File: src/rtl/fprc_pkg.sv
// fprc_pkg: constants and types shared by the rounding-control block.
// assumes a single core clock domain; no software-visible registers.
package fprc_pkg;
  // rounding-control field codes
  typedef enum logic [1:0] {
    FPRC_RND_NEAR  = 2'b00,  // nearest, ties to even (default)
    FPRC_RND_DOWN  = 2'b01,  // toward minus infinity
    FPRC_RND_UP    = 2'b10,  // toward plus infinity
    FPRC_RND_ZERO  = 2'b11   // toward zero (truncate)
  } fprc_mode_t;

  // destination formats
  typedef enum logic [1:0] {
    FPRC_FMT_SINGLE = 2'b00,
    FPRC_FMT_DOUBLE = 2'b01,
    FPRC_FMT_EXT    = 2'b10,
    FPRC_FMT_HALF   = 2'b11
  } fprc_fmt_t;

  // operation classes issued by the pipeline
  typedef enum logic [2:0] {
    FPRC_OP_ARITH   = 3'b000,  // ordinary arithmetic, rounded
    FPRC_OP_COMPARE = 3'b001,  // comparison, never rounded
    FPRC_OP_TRUNC   = 3'b010,  // truncating float-to-integer convert
    FPRC_OP_H2S     = 3'b011,  // half_to_single_convert
    FPRC_OP_S2H     = 3'b100,  // single_to_half_convert
    FPRC_OP_CONVERT = 3'b101   // other conversions, rounded
  } fprc_op_t;

  localparam int FPRC_SIG_W    = 64;  // significand width carried in
  localparam int FPRC_EXP_W    = 16;  // exponent width carried in
  localparam int FPRC_RES_W    = 80;  // widest result (extended)
  localparam int FPRC_X87_RC_LO  = 10;  // rounding field in scalar control word
  localparam int FPRC_SIMD_RC_LO = 13;  // rounding field in simd_fp_control_status
  localparam int FPRC_X87_CW_W   = 16;
  localparam int FPRC_SIMD_CS_W  = 32;

  // quiet-NaN indefinite encodings: sign set, max exponent, top fraction bit set
  localparam logic [FPRC_RES_W-1:0] FPRC_INDEF_SINGLE = 80'h0000_0000_0000_ffc0_0000;
  localparam logic [FPRC_RES_W-1:0] FPRC_INDEF_DOUBLE = 80'h0000_fff8_0000_0000_0000;
  localparam logic [FPRC_RES_W-1:0] FPRC_INDEF_EXT    = 80'hffff_c000_0000_0000_0000;
  localparam logic [FPRC_RES_W-1:0] FPRC_INDEF_HALF   = 80'h0000_0000_0000_0000_fe00;
endpackage

File: src/rtl/fprc_rnd_if.sv
// fprc_rnd_if: carries one rounding decision between the top and the rounder.
// assumes both ends share the core clock.
`timescale 1ns/1ps
`default_nettype none
interface fprc_rnd_if;
  logic [fprc_pkg::FPRC_SIG_W-1:0] kept;     // significand after cut
  logic                            guard;    // first discarded bit
  logic                            sticky;   // or of the rest
  logic                            sign;     // sign of exact result
  fprc_pkg::fprc_mode_t            mode;     // effective rounding mode
  logic                            incr;     // add one ulp to kept
  logic                            inexact;  // some bit discarded
  modport top (output kept, guard, sticky, sign, mode, input incr, inexact);
  modport rnd (input kept, guard, sticky, sign, mode, output incr, inexact);
endinterface
`default_nettype wire

File: src/rtl/fprc_rounder.sv
// fprc_rounder: picks between the two bracketing neighbours of an exact value.
// assumes the caller has aligned the significand and gathered guard and sticky.
`timescale 1ns/1ps
`default_nettype none
module fprc_rounder (
  fprc_rnd_if.rnd r  // rounding request and decision
);
  // neighbour choice per mode; no discarded bits means no change
  always_comb begin
    r.inexact = r.guard | r.sticky;  // RQ3
    case (r.mode)
      fprc_pkg::FPRC_RND_NEAR: r.incr = r.guard & (r.sticky | r.kept[0]);  // RQ5
      fprc_pkg::FPRC_RND_DOWN: r.incr = r.sign & r.inexact;                // RQ6
      fprc_pkg::FPRC_RND_UP:   r.incr = ~r.sign & r.inexact;               // RQ7
      fprc_pkg::FPRC_RND_ZERO: r.incr = 1'b0;                              // RQ8
      default:                 r.incr = 1'b0;
    endcase
  end
endmodule
`default_nettype wire

File: src/rtl/fprc_round_ctrl.sv
// fprc_round_ctrl: rounding stage for the scalar stack unit and the simd unit.
// assumes the pipeline hands in an exact significand with guard and sticky bits.
// Function
// RQ1: return reserved quiet-NaN indefinite when asked
// RQ2: half precision only for two conversions
// RQ3: exact results pass; else choose bracketing neighbour
// RQ4: rounding error stays below one ulp
// RQ5: code 00 nearest, ties to even
// RQ6: code 01 toward minus infinity
// RQ7: code 10 toward plus infinity
// RQ8: code 11 toward zero
// RQ9: inexact result sets precision flag
// RQ10: compares, exact and NaN results ignore mode
// RQ11: mode is a two-bit field
// RQ12: scalar field at control bits 10-11
// RQ13: simd field at status bits 13-14
// RQ14: each field governs only its own unit
// RQ15: truncating converts always round toward zero
// RQ16: indefinite has top fraction bit set
// RQ17: precision flags sticky until software clears
`timescale 1ns/1ps
`default_nettype none
module fprc_round_ctrl #(
  parameter int SIG_W = fprc_pkg::FPRC_SIG_W  // significand width
) (
  input  wire logic                                  mclk,            // core clock
  input  wire logic                                  nrst,            // sync reset, low
  input  wire logic [fprc_pkg::FPRC_X87_CW_W-1:0]    scalar_ctrl,     // scalar control word
  input  wire logic [fprc_pkg::FPRC_SIMD_CS_W-1:0]   simd_fp_control_status, // simd control
  input  wire logic                                  op_valid,        // operation issued
  input  wire logic                                  op_simd,         // 1 simd, 0 scalar
  input  wire fprc_pkg::fprc_op_t                    op_kind,         // operation class
  input  wire fprc_pkg::fprc_fmt_t                   op_fmt,          // destination format
  input  wire logic                                  op_sign,         // exact sign
  input  wire logic [SIG_W-1:0]                      op_sig,          // kept significand
  input  wire logic                                  op_guard,        // first dropped bit
  input  wire logic                                  op_sticky,       // rest dropped bits
  input  wire logic                                  op_nan,          // result is NaN
  input  wire logic                                  op_indef,        // masked exception
  input  wire logic                                  scalar_flag_clr, // software clears
  input  wire logic                                  simd_flag_clr,   // software clears
  output logic                                       res_valid,       // result ready
  output logic [SIG_W-1:0]                           res_sig,         // rounded significand
  output logic                                       res_carry,       // significand overflowed
  output logic                                       res_indef,       // result is indefinite
  output logic [fprc_pkg::FPRC_RES_W-1:0]            res_indef_val,   // indefinite encoding
  output logic                                       res_inexact,     // this result rounded
  output logic                                       res_illegal,     // half arith refused
  output logic                                       scalar_precision_flag, // sticky
  output logic                                       simd_precision_flag    // sticky
);
  fprc_rnd_if ri ();  // channel to the rounder

  localparam int RC_W = $bits(fprc_pkg::fprc_mode_t);  // rounding field width, from the mode type

  // field extraction per unit
  fprc_pkg::fprc_mode_t scalar_mode;  // scalar field
  fprc_pkg::fprc_mode_t simd_mode;    // simd field
  fprc_pkg::fprc_mode_t eff_mode;     // mode actually used
  logic                 half_bad;     // half used for arithmetic
  logic                 no_round;     // compare or NaN: pass through
  logic                 indef_now;    // indefinite delivered
  logic                 inexact_now;  // rounded this cycle
  logic [SIG_W:0]       sum;          // kept plus increment

  // two-bit fields picked from their own control words
  assign scalar_mode = fprc_pkg::fprc_mode_t'(scalar_ctrl[fprc_pkg::FPRC_X87_RC_LO +: RC_W]);  // RQ12 RQ11
  assign simd_mode   = fprc_pkg::fprc_mode_t'(simd_fp_control_status[fprc_pkg::FPRC_SIMD_RC_LO +: RC_W]);  // RQ13

  // mode selection: unit field, overridden by truncating converts
  always_comb begin
    if (op_kind == fprc_pkg::FPRC_OP_TRUNC) begin
      eff_mode = fprc_pkg::FPRC_RND_ZERO;  // RQ15
    end else if (op_simd) begin
      eff_mode = simd_mode;  // RQ14
    end else begin
      eff_mode = scalar_mode;  // RQ14
    end
  end

  // half format allowed only as a conversion end
  assign half_bad = (op_fmt == fprc_pkg::FPRC_FMT_HALF) &&
                    (op_kind != fprc_pkg::FPRC_OP_S2H) && (op_kind != fprc_pkg::FPRC_OP_H2S);  // RQ2

  // compares and NaN results never round
  assign no_round  = (op_kind == fprc_pkg::FPRC_OP_COMPARE) | op_nan;  // RQ10
  assign indef_now = op_indef & ~half_bad;  // RQ1

  assign ri.kept   = op_sig;
  assign ri.guard  = op_guard & ~no_round;
  assign ri.sticky = op_sticky & ~no_round;
  assign ri.sign   = op_sign;
  assign ri.mode   = eff_mode;

  fprc_rounder u_rnd (
    .r (ri)
  );

  // one-ulp step at most keeps error below one ulp
  assign sum = {1'b0, op_sig} + {{SIG_W{1'b0}}, ri.incr};  // RQ4
  assign inexact_now = op_valid & ri.inexact & ~indef_now & ~half_bad;  // RQ9

  // result register
  always_ff @(posedge mclk) begin
    if (!nrst) begin
      res_valid   <= 1'b0;
      res_sig     <= '0;
      res_carry   <= 1'b0;
      res_indef   <= 1'b0;
      res_inexact <= 1'b0;
      res_illegal <= 1'b0;
    end else begin
      res_valid   <= op_valid;
      res_sig     <= sum[SIG_W-1:0];  // RQ3
      res_carry   <= sum[SIG_W];
      res_indef   <= op_valid & indef_now;  // RQ1
      res_inexact <= inexact_now;
      res_illegal <= op_valid & half_bad;  // RQ2
    end
  end

  // indefinite encoding per destination format
  always_ff @(posedge mclk) begin
    if (!nrst) begin
      res_indef_val <= '0;
    end else begin
      case (op_fmt)
        fprc_pkg::FPRC_FMT_SINGLE: res_indef_val <= fprc_pkg::FPRC_INDEF_SINGLE;  // RQ16
        fprc_pkg::FPRC_FMT_DOUBLE: res_indef_val <= fprc_pkg::FPRC_INDEF_DOUBLE;
        fprc_pkg::FPRC_FMT_EXT:    res_indef_val <= fprc_pkg::FPRC_INDEF_EXT;
        default:                   res_indef_val <= fprc_pkg::FPRC_INDEF_HALF;
      endcase
    end
  end

  // sticky precision flags, set wins over clear
  always_ff @(posedge mclk) begin
    if (!nrst) begin
      scalar_precision_flag <= 1'b0;
      simd_precision_flag   <= 1'b0;
    end else begin
      scalar_precision_flag <= (inexact_now & ~op_simd) | (scalar_precision_flag & ~scalar_flag_clr);  // RQ17 RQ14
      simd_precision_flag   <= (inexact_now & op_simd) | (simd_precision_flag & ~simd_flag_clr);  // RQ17
    end
  end

  // checks: latency and handshake
  a_valid_follows: assert property (@(posedge mclk) disable iff (!nrst)  // RQ3
    op_valid |=> res_valid)
    else $error("result valid missing one cycle after issue");
  a_idle_no_valid: assert property (@(posedge mclk) disable iff (!nrst)  // RQ9
    !op_valid |=> !res_valid && !res_inexact)
    else $error("result flagged without an issued operation");
  // checks: neighbour choice per mode
  a_trunc_no_incr: assert property (@(posedge mclk) disable iff (!nrst)  // RQ15
    op_valid && op_kind == fprc_pkg::FPRC_OP_TRUNC |=> res_sig == $past(op_sig) && !res_carry)
    else $error("truncating convert incremented");
  a_exact_passes: assert property (@(posedge mclk) disable iff (!nrst)  // RQ3
    op_valid && !op_guard && !op_sticky |=> res_sig == $past(op_sig) && !res_inexact)
    else $error("exact result altered");
  a_tie_to_even: assert property (@(posedge mclk) disable iff (!nrst)  // RQ5
    op_valid && !op_nan && op_kind == fprc_pkg::FPRC_OP_ARITH && !op_simd && scalar_mode == fprc_pkg::FPRC_RND_NEAR
    && op_guard && !op_sticky |=> res_sig[0] == 1'b0 || res_carry)
    else $error("tie not rounded to even");
  a_near_rounds_up: assert property (@(posedge mclk) disable iff (!nrst)  // RQ5
    op_valid && eff_mode == fprc_pkg::FPRC_RND_NEAR && !no_round && op_guard && op_sticky
    |=> {res_carry, res_sig} == {1'b0, $past(op_sig)} + {{SIG_W{1'b0}}, 1'b1})
    else $error("above half an ulp not rounded up");
  a_down_sign: assert property (@(posedge mclk) disable iff (!nrst)  // RQ6
    op_valid && eff_mode == fprc_pkg::FPRC_RND_DOWN && !op_sign |=> res_sig == $past(op_sig))
    else $error("round down grew positive value");
  a_up_sign: assert property (@(posedge mclk) disable iff (!nrst)  // RQ7
    op_valid && eff_mode == fprc_pkg::FPRC_RND_UP && op_sign |=> res_sig == $past(op_sig))
    else $error("round up grew negative magnitude");
  a_nan_no_round: assert property (@(posedge mclk) disable iff (!nrst)  // RQ10
    op_valid && op_nan |=> !res_inexact && res_sig == $past(op_sig))
    else $error("nan result rounded");
  a_compare_exact: assert property (@(posedge mclk) disable iff (!nrst)  // RQ10
    op_valid && op_kind == fprc_pkg::FPRC_OP_COMPARE |=> !res_inexact && res_sig == $past(op_sig))
    else $error("compare result rounded");
  // checks: sticky flags per unit
  a_flag_sticky: assert property (@(posedge mclk) disable iff (!nrst)  // RQ17
    simd_precision_flag && !simd_flag_clr |=> simd_precision_flag)
    else $error("simd precision flag lost");
  a_scalar_sticky: assert property (@(posedge mclk) disable iff (!nrst)  // RQ17
    scalar_precision_flag && !scalar_flag_clr |=> scalar_precision_flag)
    else $error("scalar precision flag lost");
  a_set_beats_clear: assert property (@(posedge mclk) disable iff (!nrst)  // RQ17
    op_valid && !op_simd && inexact_now && scalar_flag_clr |=> scalar_precision_flag)
    else $error("clear beat a same-cycle scalar set");
  a_flag_unit: assert property (@(posedge mclk) disable iff (!nrst)  // RQ9
    res_inexact && !$past(op_simd) && !$past(scalar_precision_flag) |-> scalar_precision_flag)
    else $error("scalar precision flag not set");
  a_simd_flag_set: assert property (@(posedge mclk) disable iff (!nrst)  // RQ9
    res_inexact && $past(op_simd) |-> simd_precision_flag)
    else $error("simd precision flag not set");
  a_scalar_isolated: assert property (@(posedge mclk) disable iff (!nrst)  // RQ14
    op_valid && op_simd && !scalar_flag_clr && !scalar_precision_flag |=> !scalar_precision_flag)
    else $error("simd operation set scalar flag");
  a_simd_isolated: assert property (@(posedge mclk) disable iff (!nrst)  // RQ14
    op_valid && !op_simd && !simd_flag_clr && !simd_precision_flag |=> !simd_precision_flag)
    else $error("scalar operation set simd flag");
  // checks: half format and indefinite encodings
  a_half_refused: assert property (@(posedge mclk) disable iff (!nrst)  // RQ2
    op_valid && op_fmt == fprc_pkg::FPRC_FMT_HALF && op_kind == fprc_pkg::FPRC_OP_ARITH |=> res_illegal && !res_inexact)
    else $error("half arithmetic accepted");
  a_half_conv_ok: assert property (@(posedge mclk) disable iff (!nrst)  // RQ2
    op_valid && (op_kind == fprc_pkg::FPRC_OP_H2S || op_kind == fprc_pkg::FPRC_OP_S2H) |=> !res_illegal)
    else $error("half conversion refused");
  a_indef_quiet: assert property (@(posedge mclk) disable iff (!nrst)  // RQ16
    res_indef && $past(op_fmt) == fprc_pkg::FPRC_FMT_SINGLE |-> res_indef_val[22])
    else $error("indefinite not quiet");
  a_indef_double: assert property (@(posedge mclk) disable iff (!nrst)  // RQ1
    res_indef && $past(op_fmt) == fprc_pkg::FPRC_FMT_DOUBLE |-> res_indef_val == fprc_pkg::FPRC_INDEF_DOUBLE)
    else $error("double indefinite encoding wrong");
  a_indef_ext: assert property (@(posedge mclk) disable iff (!nrst)  // RQ1
    res_indef && $past(op_fmt) == fprc_pkg::FPRC_FMT_EXT |-> res_indef_val == fprc_pkg::FPRC_INDEF_EXT)
    else $error("extended indefinite encoding wrong");
  a_indef_half: assert property (@(posedge mclk) disable iff (!nrst)  // RQ1
    res_indef && $past(op_fmt) == fprc_pkg::FPRC_FMT_HALF |-> res_indef_val == fprc_pkg::FPRC_INDEF_HALF)
    else $error("half indefinite encoding wrong");
endmodule
`default_nettype wire

File: config.mk
export PLATFORM = sky130hd
export DESIGN_NAME = fprc_round_ctrl
export DESIGN_NICKNAME = d
export VERILOG_FILES = /design/src/rtl/fprc_pkg.sv /design/src/rtl/fprc_rnd_if.sv /design/src/rtl/fprc_rounder.sv /design/src/rtl/fprc_round_ctrl.sv
export SDC_FILE = /design/constraint.sdc
export NUM_CORES = 1
export LEC_CHECK = 0
export BUFFER_PORTS_ARGS = -buffer_cell sky130_fd_sc_hd__buf_2
export CAP_MARGIN = 5
export CELL_PAD_IN_SITES_DETAIL_PLACEMENT = 0
export CELL_PAD_IN_SITES_GLOBAL_PLACEMENT = 1
export CORE_MARGIN = 10
export CORE_UTILIZATION = 29
export CTS_CLUSTER_SIZE = 8
export DETAILED_ROUTE_END_ITERATION = 8
export GPL_TIMING_DRIVEN = 0
export PLACE_DENSITY_LB_ADDON = 0.1
export SLEW_MARGIN = 25
export SYNTH_ARGS = -nofsm -noshare
export SYNTH_HDL_FRONTEND = slang
export SYNTH_SLANG_ARGS = --single-unit
File: constraint.sdc
create_clock -name mclk -period 4.12 [get_ports mclk]
set_clock_uncertainty 0.05 [all_clocks]
set_input_delay 0.206 -clock mclk [delete_from_list [all_inputs] [get_ports mclk]]
set_output_delay 0.206 -clock mclk [all_outputs]
set_load 0.1 [all_outputs]
Word level (Yosys, flattened, before mapping)
Index checks and enable logic that the tools add are counted.
Storage, ports and cells
  register bits: 151
  input bits: 128
  output and inout port bits: 151
  logic and storage cells: 55
Operators by class
  $add $sub $neg: 1
  equality and inequality tests: 10
  mux-type cells: 4
  bitwise operators: 27
  reductions and logical operators: 4
Operator list (number)
  one-hot mux 80 bit (3 select lines): 1
  adder 64 x 1 -> 65 bit: 1
  bitwise AND 1 bit: 15
  == test 2 bit, second input constant: 4
  inverter 1 bit: 7
  bitwise OR 1 bit: 5
  == test 2 x 1 -> 1 bit, second input constant: 2
  logical NOT 2 bit: 2
  2-to-1 mux 2 bit: 2
  one-hot mux 1 bit (4 select lines): 1
  == test 3 x 1 -> 1 bit, second input constant: 1
  == test 3 x 2 -> 1 bit, second input constant: 1
  inequality test 3 x 2 -> 1 bit, second input constant: 1
  inequality test 3 bit, second input constant: 1
  logical AND 1 bit: 2

Longest topological paths before layout
Gate-level depths: netlist of the first run.
  depth after elaboration: 10
  mapped depth: 15

By module
From an unflattened synthesis of the first run, not the netlist that was laid out.
Unflattened totals
  cell total of the unflattened synthesis: 481
  area total of the unflattened synthesis: 4156.5 um^2
Modules (own cells, without submodules)
  fprc_round_ctrl: times used 1, cells an instance 470, area each 4081.4 um^2, sequential area each 1521.5 um^2
  fprc_rounder: times used 1, cells an instance 11, area each 75.1 um^2, sequential area each 0.0 um^2

Worst setup path after synthesis of the first run
OpenSTA, ideal clock, no wires.
  kind: in2reg
  start point: input port op_kind[1]
  end point: register res_sig[41]
  setup time: 70 ps
  arrival time: 2894 ps
  required time: 4000 ps
  slack: 1106 ps
  stages: 13
  cells stage by stage: nor3b_1 -> a211oi_1 -> ha_1 -> nor3_1 -> o21ai_0 -> nor2_1 -> ha_1 -> inv_1 -> nor4_4 -> buf_6 -> nand3_4 -> or4_1 -> a21oi_1
On the way
  longest elaborated chain between the ends: 8
  elaborated cells on any way between the ends: 18
  those cells by class: add/sub (1); eq/ne (5); mux (2); bitwise (9); reduce/logical (1)
Ends and longest elaborated chain
  start, declared: line fprc_round_ctrl.sv:32  | input wire fprc_pkg::fprc_op_t op_kind,
  == test 3 x 1 -> 1 bit: line fprc_round_ctrl.sv:86  | assign no_round = (op_kind == fprc_pkg::FPRC_OP_COMPARE) | op_nan;
  bitwise OR 1 bit: line fprc_round_ctrl.sv:86
  inverter 1 bit: line fprc_round_ctrl.sv:90, fprc_round_ctrl.sv:91
  bitwise AND 1 bit (on tied branches): line fprc_round_ctrl.sv:90, fprc_round_ctrl.sv:91
  bitwise OR 1 bit (on tied branches): line fprc_rounder.sv:10, fprc_rounder.sv:12
  bitwise AND 1 bit (on tied branches): line fprc_rounder.sv:14, fprc_rounder.sv:12, fprc_rounder.sv:13
  one-hot mux 1 bit (4 select lines) (*): line fprc_rounder.sv:11  | case (r.mode)
  adder 64 x 1 -> 65 bit (*): line fprc_round_ctrl.sv:100  | assign sum = {1'b0, op_sig} + {{SIG_W{1'b0}}, ri.incr};
  end signal, assigned: line fprc_round_ctrl.sv:114  | res_sig <= sum[SIG_W-1:0];
  end, declared: line fprc_round_ctrl.sv:43  | output logic [SIG_W-1:0] res_sig,
Mark *: on every way between the ends. The rest lies on a longest branch, timed or not.
A chain may end at the register's enable or synchronous reset.

Worst setup path in the final report of the first run
  start point: input port op_kind[1]
  end point: register res_sig[43]
The elaborated chain is that of the path after synthesis.

==> results of run 1 <==
==> path summary, 6_finish.rpt <==
| kind | start | endpoint | slack [ns] | cells after the start |
|---|---|---|---|---|
| hold / removal | op_sig[63] | res_carry | 0.06 | 3 |
| hold reg to reg | simd_precision_flag | simd_precision_flag | 0.46 | 2 |
| setup / recovery | op_kind[1] | res_sig[43] | 0.88 | 15 |
| setup reg to reg | scalar_precision_flag | scalar_precision_flag | 3.48 | 2 |
==> layout by cell type, fill, tap and decap left out, types with 3 or more instances in the layout <==
master,Yosys,final
nand3_1,20,20
buf_4,75,75
clkbuf_16,0,9
buf_2,2,202
nor4_4,4,4
and4_1,5,5
nand4_2,3,3
clkbuf_1,9,10
nand4_1,32,32
or3_1,21,21
o21ai_0,25,25
and3_1,9,9
nor2_1,49,49
nor4_1,4,4
nand2_1,24,24
dfxtp_1,76,76
xor2_1,28,28
nor3_1,5,5
xnor2_1,8,8
and2_1,8,8
ha_1,8,8
clkinv_2,0,5
inv_1,13,13
o21a_1,5,5
a21oi_1,27,27
conb_1,1,34
==> kinds of logic (layout without fill, tap and decap cells) <==
group / count (synthesis) / count (layout) / share of synthesized area
buf+inv: 101 / 317 / 0.1637
xor+xnor: 36 / 36 / 0.07695
other cells: 1 / 34 / 0.0009152
simple gates: 195 / 195 / 0.2763
flops: 76 / 76 / 0.3713
fa+ha+maj: 8 / 8 / 0.02443
compound gates: 64 / 64 / 0.08641
==> power by group through the flow <==
stage / registers [mW] / clock network, mW / logic, mW
after CTS: 0.787 / 0.789 / 0.806
after global routing: 0.791 / 0.817 / 0.837
after global placement: 0.802 / 0 / 0.802
after detailed placement: 0.803 / 0 / 0.805
after floorplan: 1.08 / 0 / 0.377
final: 0.787 / 0.764 / 0.802
==> cells in the mapped netlist (all sizes together) <==
cell type,instances,share of area
buf,78,0.14
dfxtp,76,0.37
nor2,49,0.045
nand4,36,0.063
xor2,28,0.060
a21oi,27,0.033
o21ai,25,0.031
nand2,24,0.022
nand3,21,0.029
or3,21,0.032
inv,13,0.012
and3,9,0.014
clkbuf,9,0.0082
and2,8,0.012
ha,8,0.024
nor4,8,0.027
xnor2,8,0.017
and4,5,0.011
nor3,5,0.0061
o21a,5,0.0092
nand3b,2,0.0037
nor2b,2,0.0031
o31ai,2,0.0037
or4,2,0.0037
a211o,1,0.0021
a211oi,1,0.0018
a31o,1,0.0021
clkinv,1,0.00092
conb,1,0.00092
nand2b,1,0.0015
nand4b,1,0.0021
nor3b,1,0.0018
o21bai,1,0.0018
o221ai,1,0.0021
==> sequential cells by signal (all words and copies together), names as in the netlist <==
name	flops
res_carry	1
res_illegal	1
res_indef	1
res_indef_val	5
res_inexact	1
res_sig	64
res_valid	1
scalar_precision_flag	1
simd_precision_flag	1
==> final cells by class <==
cell class                      count  area [µm²]  area share
Timing Repair Buffer              200        1001      0.1746
Inverter                           14       52.55    0.009168
Tap cell                          180       225.2     0.03929
Sequential cell                    76        1521      0.2654
Buffer                             87       618.1      0.1078
Multi-Input combinational cell    337        2029      0.3541
Clock inverter                      6       55.05    0.009605
Clock buffer                       10       229.0     0.03995
==> routing by layer <==
layer | GRT usage | share of wire
met1 | 0.1600 | 0.43
met2 | 0.2401 | 0.49
met3 | 0.05856 | 0.078
met4 | 0.03460 | 0.0081
met5 | 0 | 0
==> critical path, cell delays in order <==
cell	delay, ns
buf_2	0.11
nor3b_1	0.14
a211oi_1	0.32
ha_1	0.30
nor3_1	0.23
o21ai_0	0.12
nor2_1	0.15
ha_1	0.29
inv_1	0.10
nor4_4	0.38
buf_6	0.21
nand3_4	0.14
clkbuf_1	0.29
o31ai_1	0.29
a21oi_1	0.10
==> metrics by stage <==
| step | cell area [µm²] | util | hold WS (ns) | worst slack [ns] | total power, mW |
|---|---|---|---|---|---|
| 4_1_cts | 5732 | 0.4129 | 0.04246 | 0.7652 | 2.382 |
| 6_report | 5732 | 0.4129 | 0.05774 | 0.8786 | 2.353 |
| 3_5_place_dp | 5448 | 0.3925 | 0.4059 | 0.4298 | 1.608 |
| 3_3_place_gp | 5448 | 0.3925 | 0.4049 | 0.4370 | 1.604 |
| 2_1_floorplan | 4222 | - | 0.2683 | 1.106 | 1.457 |
| 5_1_grt | 5732 | 0.4129 | 0.05691 | 0.4824 | 2.445 |
==> flow_summary.json, run 1 <==
{
  "status": "finished clean",
  "end_kind": "flop",
  "h-tree-depth": 3,
  "placedCellCount": 894,
  "cp_data_required_time_ns": 4.27,
  "synth_seq_cells": 76,
  "synth_area_mm2": 0.004098,
  "grt_overflow": 0,
  "syn-instance-count": 481,
  "syn_avg_cell_area_um2": 8.519,
  "grt_max_degree": 17,
  "layout-drive-gt1-share": 0.4151,
  "seq_area_frac_synth": 0.3713,
  "start_util": 0.2952,
  "fillers": 1447,
  "seq_power_share": 0.334,
  "core_region_area_mm2": 0.01388,
  "max_freq_mhz": 308.5,
  "numClockSinks": 76,
  "port_buffers": 200,
  "syn_to_final_growth_pct": 39.88,
  "critPathMaxFanout": 10,
  "setup_viol": 0,
  "slew_viol_final": 0,
  "cts_made_buffers": 9,
  "pwr_density_cell_mw_per_mm2": 410.4,
  "avgRoutedWirePerCell_um": 15.41,
  "grt_first_pass_wirelength_um": 21900,
  "final_antenna_net_count": 0,
  "cts_tree": "done",
  "diodes": 0,
  "final_cell_count_no_fill": 910,
  "crit_type": "in -> reg",
  "hold_viol": 0,
  "layout_worst_path_cycle_share": 0.7868,
  "insertion_delay_ns": 0.34,
  "clk_pin_slew_ns": 0.06,
  "hpwl_um": 11750,
  "wl_um": 14020,
  "ios": 279,
  "synth_cell_types": 40,
  "max_cap_viol_count": 0,
  "swShare": 0.4138,
  "critPathLaunchType": "input pin",
  "post_cts_buffers": 0,
  "leakage_nw": 2.856,
  "vias": 3976,
  "intPower_mw": 1.379,
  "clkPwrFrac": 0.325,
  "period_needed_ns": 3.241,
  "tns_ns": 0,
  "pwr-share-comb": 0.341,
  "arrival_ns": 3.39,
  "placementRows": 43,
  "die_h_um": 138.9,
  "slew_headroom": 0.6129,
  "dr.first_iter.drc_count": 161,
  "fin_nets": 861,
  "firstDrtPassIters": 4,
  "synth_warnings": 0,
  "grt_usage": 0.1412,
  "drc": 0,
  "vdd_drop_max_mv": 0.1722,
  "min_path_type": "in -> reg",
  "ctsResizeCount": 0,
  "grt_pass1_vias": 3996,
  "grt_antenna_before_repair": 0,
  "p_switching_uw": 973.4,
  "worst_pin_slew_ns": 0.5763,
  "clock-root-buffer": "clkbuf_16",
  "rsz0062_at_grt": "false",
  "clk_path_buf_depth": 2,
  "gp_congestion": 0.7970,
  "ctsHoldBuffers": 0,
  "fp.dieW_um": 138.9,
  "vias_per_cell": 4.369,
  "die_area_mm2": 0.01928
}
No activity file was read; power rests on OpenSTA's default activity.
==> run 2: changes to the inputs <==
--- a/config.mk
+++ b/config.mk
@@ -5,6 +5,7 @@
 export SDC_FILE = /design/constraint.sdc
 export NUM_CORES = 1
 export LEC_CHECK = 0
+export ABC_AREA = 1
 export BUFFER_PORTS_ARGS = -buffer_cell sky130_fd_sc_hd__buf_2
 export CAP_MARGIN = 5
 export CELL_PAD_IN_SITES_DETAIL_PLACEMENT = 0
==> constraint.sdc (replaced) <==
create_clock -name mclk -period 3.3 [get_ports mclk]
set_clock_uncertainty 0.05 [all_clocks]
set_input_delay 0.165 -clock mclk [delete_from_list [all_inputs] [get_ports mclk]]
set_output_delay 0.165 -clock mclk [all_outputs]
set_load 0.1 [all_outputs]
==> run 2 against run 1 <==
Design area up 13%. Critical path depth grew 2. Worst hold slack got worse by 0.046 ns. Synthesized cell count rose by 56%. Die area rose by 14%. Clock power rose by 29%. Via count grew 30%. Non-clock buffer count fell by 2. Final cell count increased by 34%. Sequential share of layout area shrank 3.1 points. Setup slack got worse by 0.34 ns. Clock-buffer cell count rose by 2. Critical endpoint is now res_sig[55]. Highest routed layer unchanged.
==> flow_summary.json, run 2 <==
{
  "fin_area_mm2": 0.006491,
  "h-tree-depth": 3,
  "setup.worst_path.start": "op_simd",
  "clk_path_buf_depth": 2,
  "grt_usage": 0.1750,
  "wl_um": 19750,
  "layout_worst_path_cycle_share": 0.8380,
  "grt_use_met3": 0.05188,
  "synth_warnings": 0,
  "hold_viol": 0,
  "top_usage_layer": "met2",
  "synth_seq_cells": 76,
  "synth_cell_types": 30,
  "slew_headroom": 0.5182,
  "critPathTopFamily": "compound AO/OA/AOI/OAI gates",
  "grt_max_degree": 17,
  "cp_data_required_time_ns": 3.46,
  "leakage_nw": 3.314,
  "final_common_cell": "nand2_1",
  "numClockSinks": 76,
  "seq_area_frac_synth": 0.3185,
  "placementRows": 46,
  "vias": 5168,
  "drc": 0,
  "p_total_mw": 3.039,
  "synth_most_common_cell": "nand2_1",
  "slowest_delay_ns": 0.38,
  "syn_to_final_growth_pct": 35.88,
  "status": "finished clean",
  "grt_overflow": 0,
  "slew_viol_final": 0,
  "place_area_mm2": 0.006167,
  "crit_path_end": "res_sig[55]",
  "tns_ns": 0,
  "worst_pin_slew_ns": 0.7228,
  "async_reset_ff_frac": 0,
  "clock-root-buffer": "clkbuf_16",
  "gp_congestion": 0.8728,
  "pwr_density_cell_mw_per_mm2": 468.2,
  "crit_path_top_delay_cell": "ha_1",
  "clkPwrFrac": 0.325,
  "intPower_mw": 1.771,
  "port_buffers": 199,
  "p_switching_mw": 1.269,
  "cp.depth": 17,
  "r2r_start": "scalar_precision_flag",
  "swShare": 0.4174,
  "max_freq_mhz": 361.6,
  "max_cap_viol_count": 0,
  "yosysTopAreaCellShare": 0.3185,
  "hpwl_um": 17270,
  "fp.dieW_um": 148.3,
  "core_region_area_mm2": 0.01600,
  "rsz0062_at_grt": "false",
  "grt_antenna_before_repair": 0,
  "final_cell_mix": "nand2_1 (204), buf_2 (199), nor2_1 (152), dfxtp_1 (76), buf_4 (75)",
  "grt_pass1_vias": 5089,
  "cts_made_buffers": 9,
  "critPathLaunchType": "input pin",
  "syn-instance-count": 751,
  "end_kind": "flop",
  "synth_area_mm2": 0.004777,
  "insertion_delay_ns": 0.34,
  "fin_nets": 1133,
  "r2r-end": "scalar_precision_flag",
  "setup_viol": 0,
  "dr.first_iter.drc_count": 306,
  "use_met1": 0.2266,
  "vdd_drop_max_mv": 0.2255,
  "crit_type": "in -> reg",
  "vias_per_cell": 4.247,
  "met2_usage": 0.2763,
  "min_path_type": "in -> reg",
  "avgRoutedWirePerCell_um": 16.23,
  "synth-edff-count": 0,
  "crit_path_frequent_cell": "inv_1",
  "syn_avg_cell_area_um2": 6.361,
  "die_area_mm2": 0.02201,
  "cts_tree": "done",
  "final_antenna_net_count": 0,
  "critPathBufInv": 4,
  "pwr-share-comb": 0.352,
  "crit_chain": "buf_2, nand2_1, inv_1, a211oi_1, inv_1, ha_1, xor2_1, a31oi_1, a21oi_1, ha_1, nand2_1, nor2_2, nand2_2, inv_1, nand2_2, o21ai_0, a21oi_1",
  "netlist_top_cells_area": "dfxtp_1 (32%), nand2_1 (16%), nor2_1 (12%)",
  "top_register": "res_sig",
  "top_regs": "res_sig: 64 flops, res_indef_val: 5 flops",
  "layout-drive-gt1-share": 0.3150,
  "critPathMaxFanout": 7,
  "synthTopCellsByCount": "nand2_1 (204), nor2_1 (152), dfxtp_1 (76), buf_4 (75), inv_1 (60)",
  "grt_first_pass_wirelength_um": 29480,
  "period_needed_ns": 2.765,
  "largest_reg_flops": 64,
  "firstDrtPassIters": 5,
  "ios": 279,
  "reg2reg_setup_slack_ns": 2.69,
  "post_cts_buffers": 0,
  "final_core_util": 0.4057,
  "seq_power_share": 0.323,
  "start_util": 0.2986,
  "clk_pin_slew_ns": 0.05,
  "ctsResizeCount": 0,
  "synth_ff_type": "dfxtp_1",
  "synth_top_area_cell": "dfxtp_1",
  "whs_ns": 0.01165,
  "r2r.worst_path.cells": 2,
  "die_h_um": 148.3,
  "arrival_ns": 2.93
}
[run 2: through the flow]
step,setup slack [ns],std cells
detailed placement,0.1846,1199
floorplan,0.9402,784
global route,0.2039,1216
global placement,0.1553,1199
CTS,0.5125,1216
finish,0.5346,1217
[run 2: cell type report]
cell class | instances | area [µm²]
inverters | 62 | 232.7
clock inverters | 2 | 35.03
plain buffers | 83 | 593.1
repair buffers | 202 | 1026
diodes | 1 | 2.502
well taps | 216 | 270.3
fillers | 1800 | 9509
multi-input cells | 563 | 2554
flip-flops and latches | 76 | 1521
clock buffers | 12 | 256.5
[run 2: metal layers]
metal  part of all wire  up-vias  routed length [µm]
met1               0.48     2235                9387
met4              0.011        0                 223
met2               0.44      193                8665
met3              0.074       15                1469
met5                  0        -                   0
li1                   -     2725                   -
[run 2: worst min-delay path by stage]
stage                from                   to  slack [ns]  cells after the start
4_1_cts          op_indef            res_indef       0.002                      3
6_report         op_indef            res_indef        0.01                      3
3_5_place_dp   op_sig[24]          res_sig[24]        0.35                      2
3_3_place_gp   op_sig[24]          res_sig[24]        0.34                      2
5_1_grt           op_simd  simd_precision_flag        0.02                      3
2_1_floorplan  op_sig[11]          res_sig[11]        0.21                      1
[run 2: timing repair]
| item | CTS | global route |
|---|---|---|
| hold buffers | 3 | 0 |
| endpoints found under the setup margin | 0 | 0 |
| endpoints found under the hold margin | 3 | 0 |
[run 2: cells by family (layout without fill, tap and decap cells)]
family / count (synthesis) / count (layout) / synth area share
AOI/OAI and AO/OA: 75 / 75 / 0.08067
xor gates and xnor gates: 14 / 14 / 0.02567
adders and majority gates: 8 / 8 / 0.02095
buffers and inverters: 145 / 361 / 0.1729
DFF: 76 / 76 / 0.3185
other: 1 / 35 / 0.0007850
and+or+nand+nor: 432 / 432 / 0.3806
[run 2: power groups by stage]
stage | clock network (mW) | registers, mW | logic (mW)
final | 0.987 | 0.981 | 1.07
after global routing | 1.05 | 0.987 | 1.12
after CTS | 1.01 | 0.982 | 1.07
after global placement | 0 | 1.00 | 1.07
after detailed placement | 0 | 1.00 | 1.07
after floorplan | 0 | 1.36 | 0.508
[run 2: worst min-delay path, cell delays in order]
cell and delay (ns):
buf_2 0.07, nand2_1 0.06, nor2_1 0.07
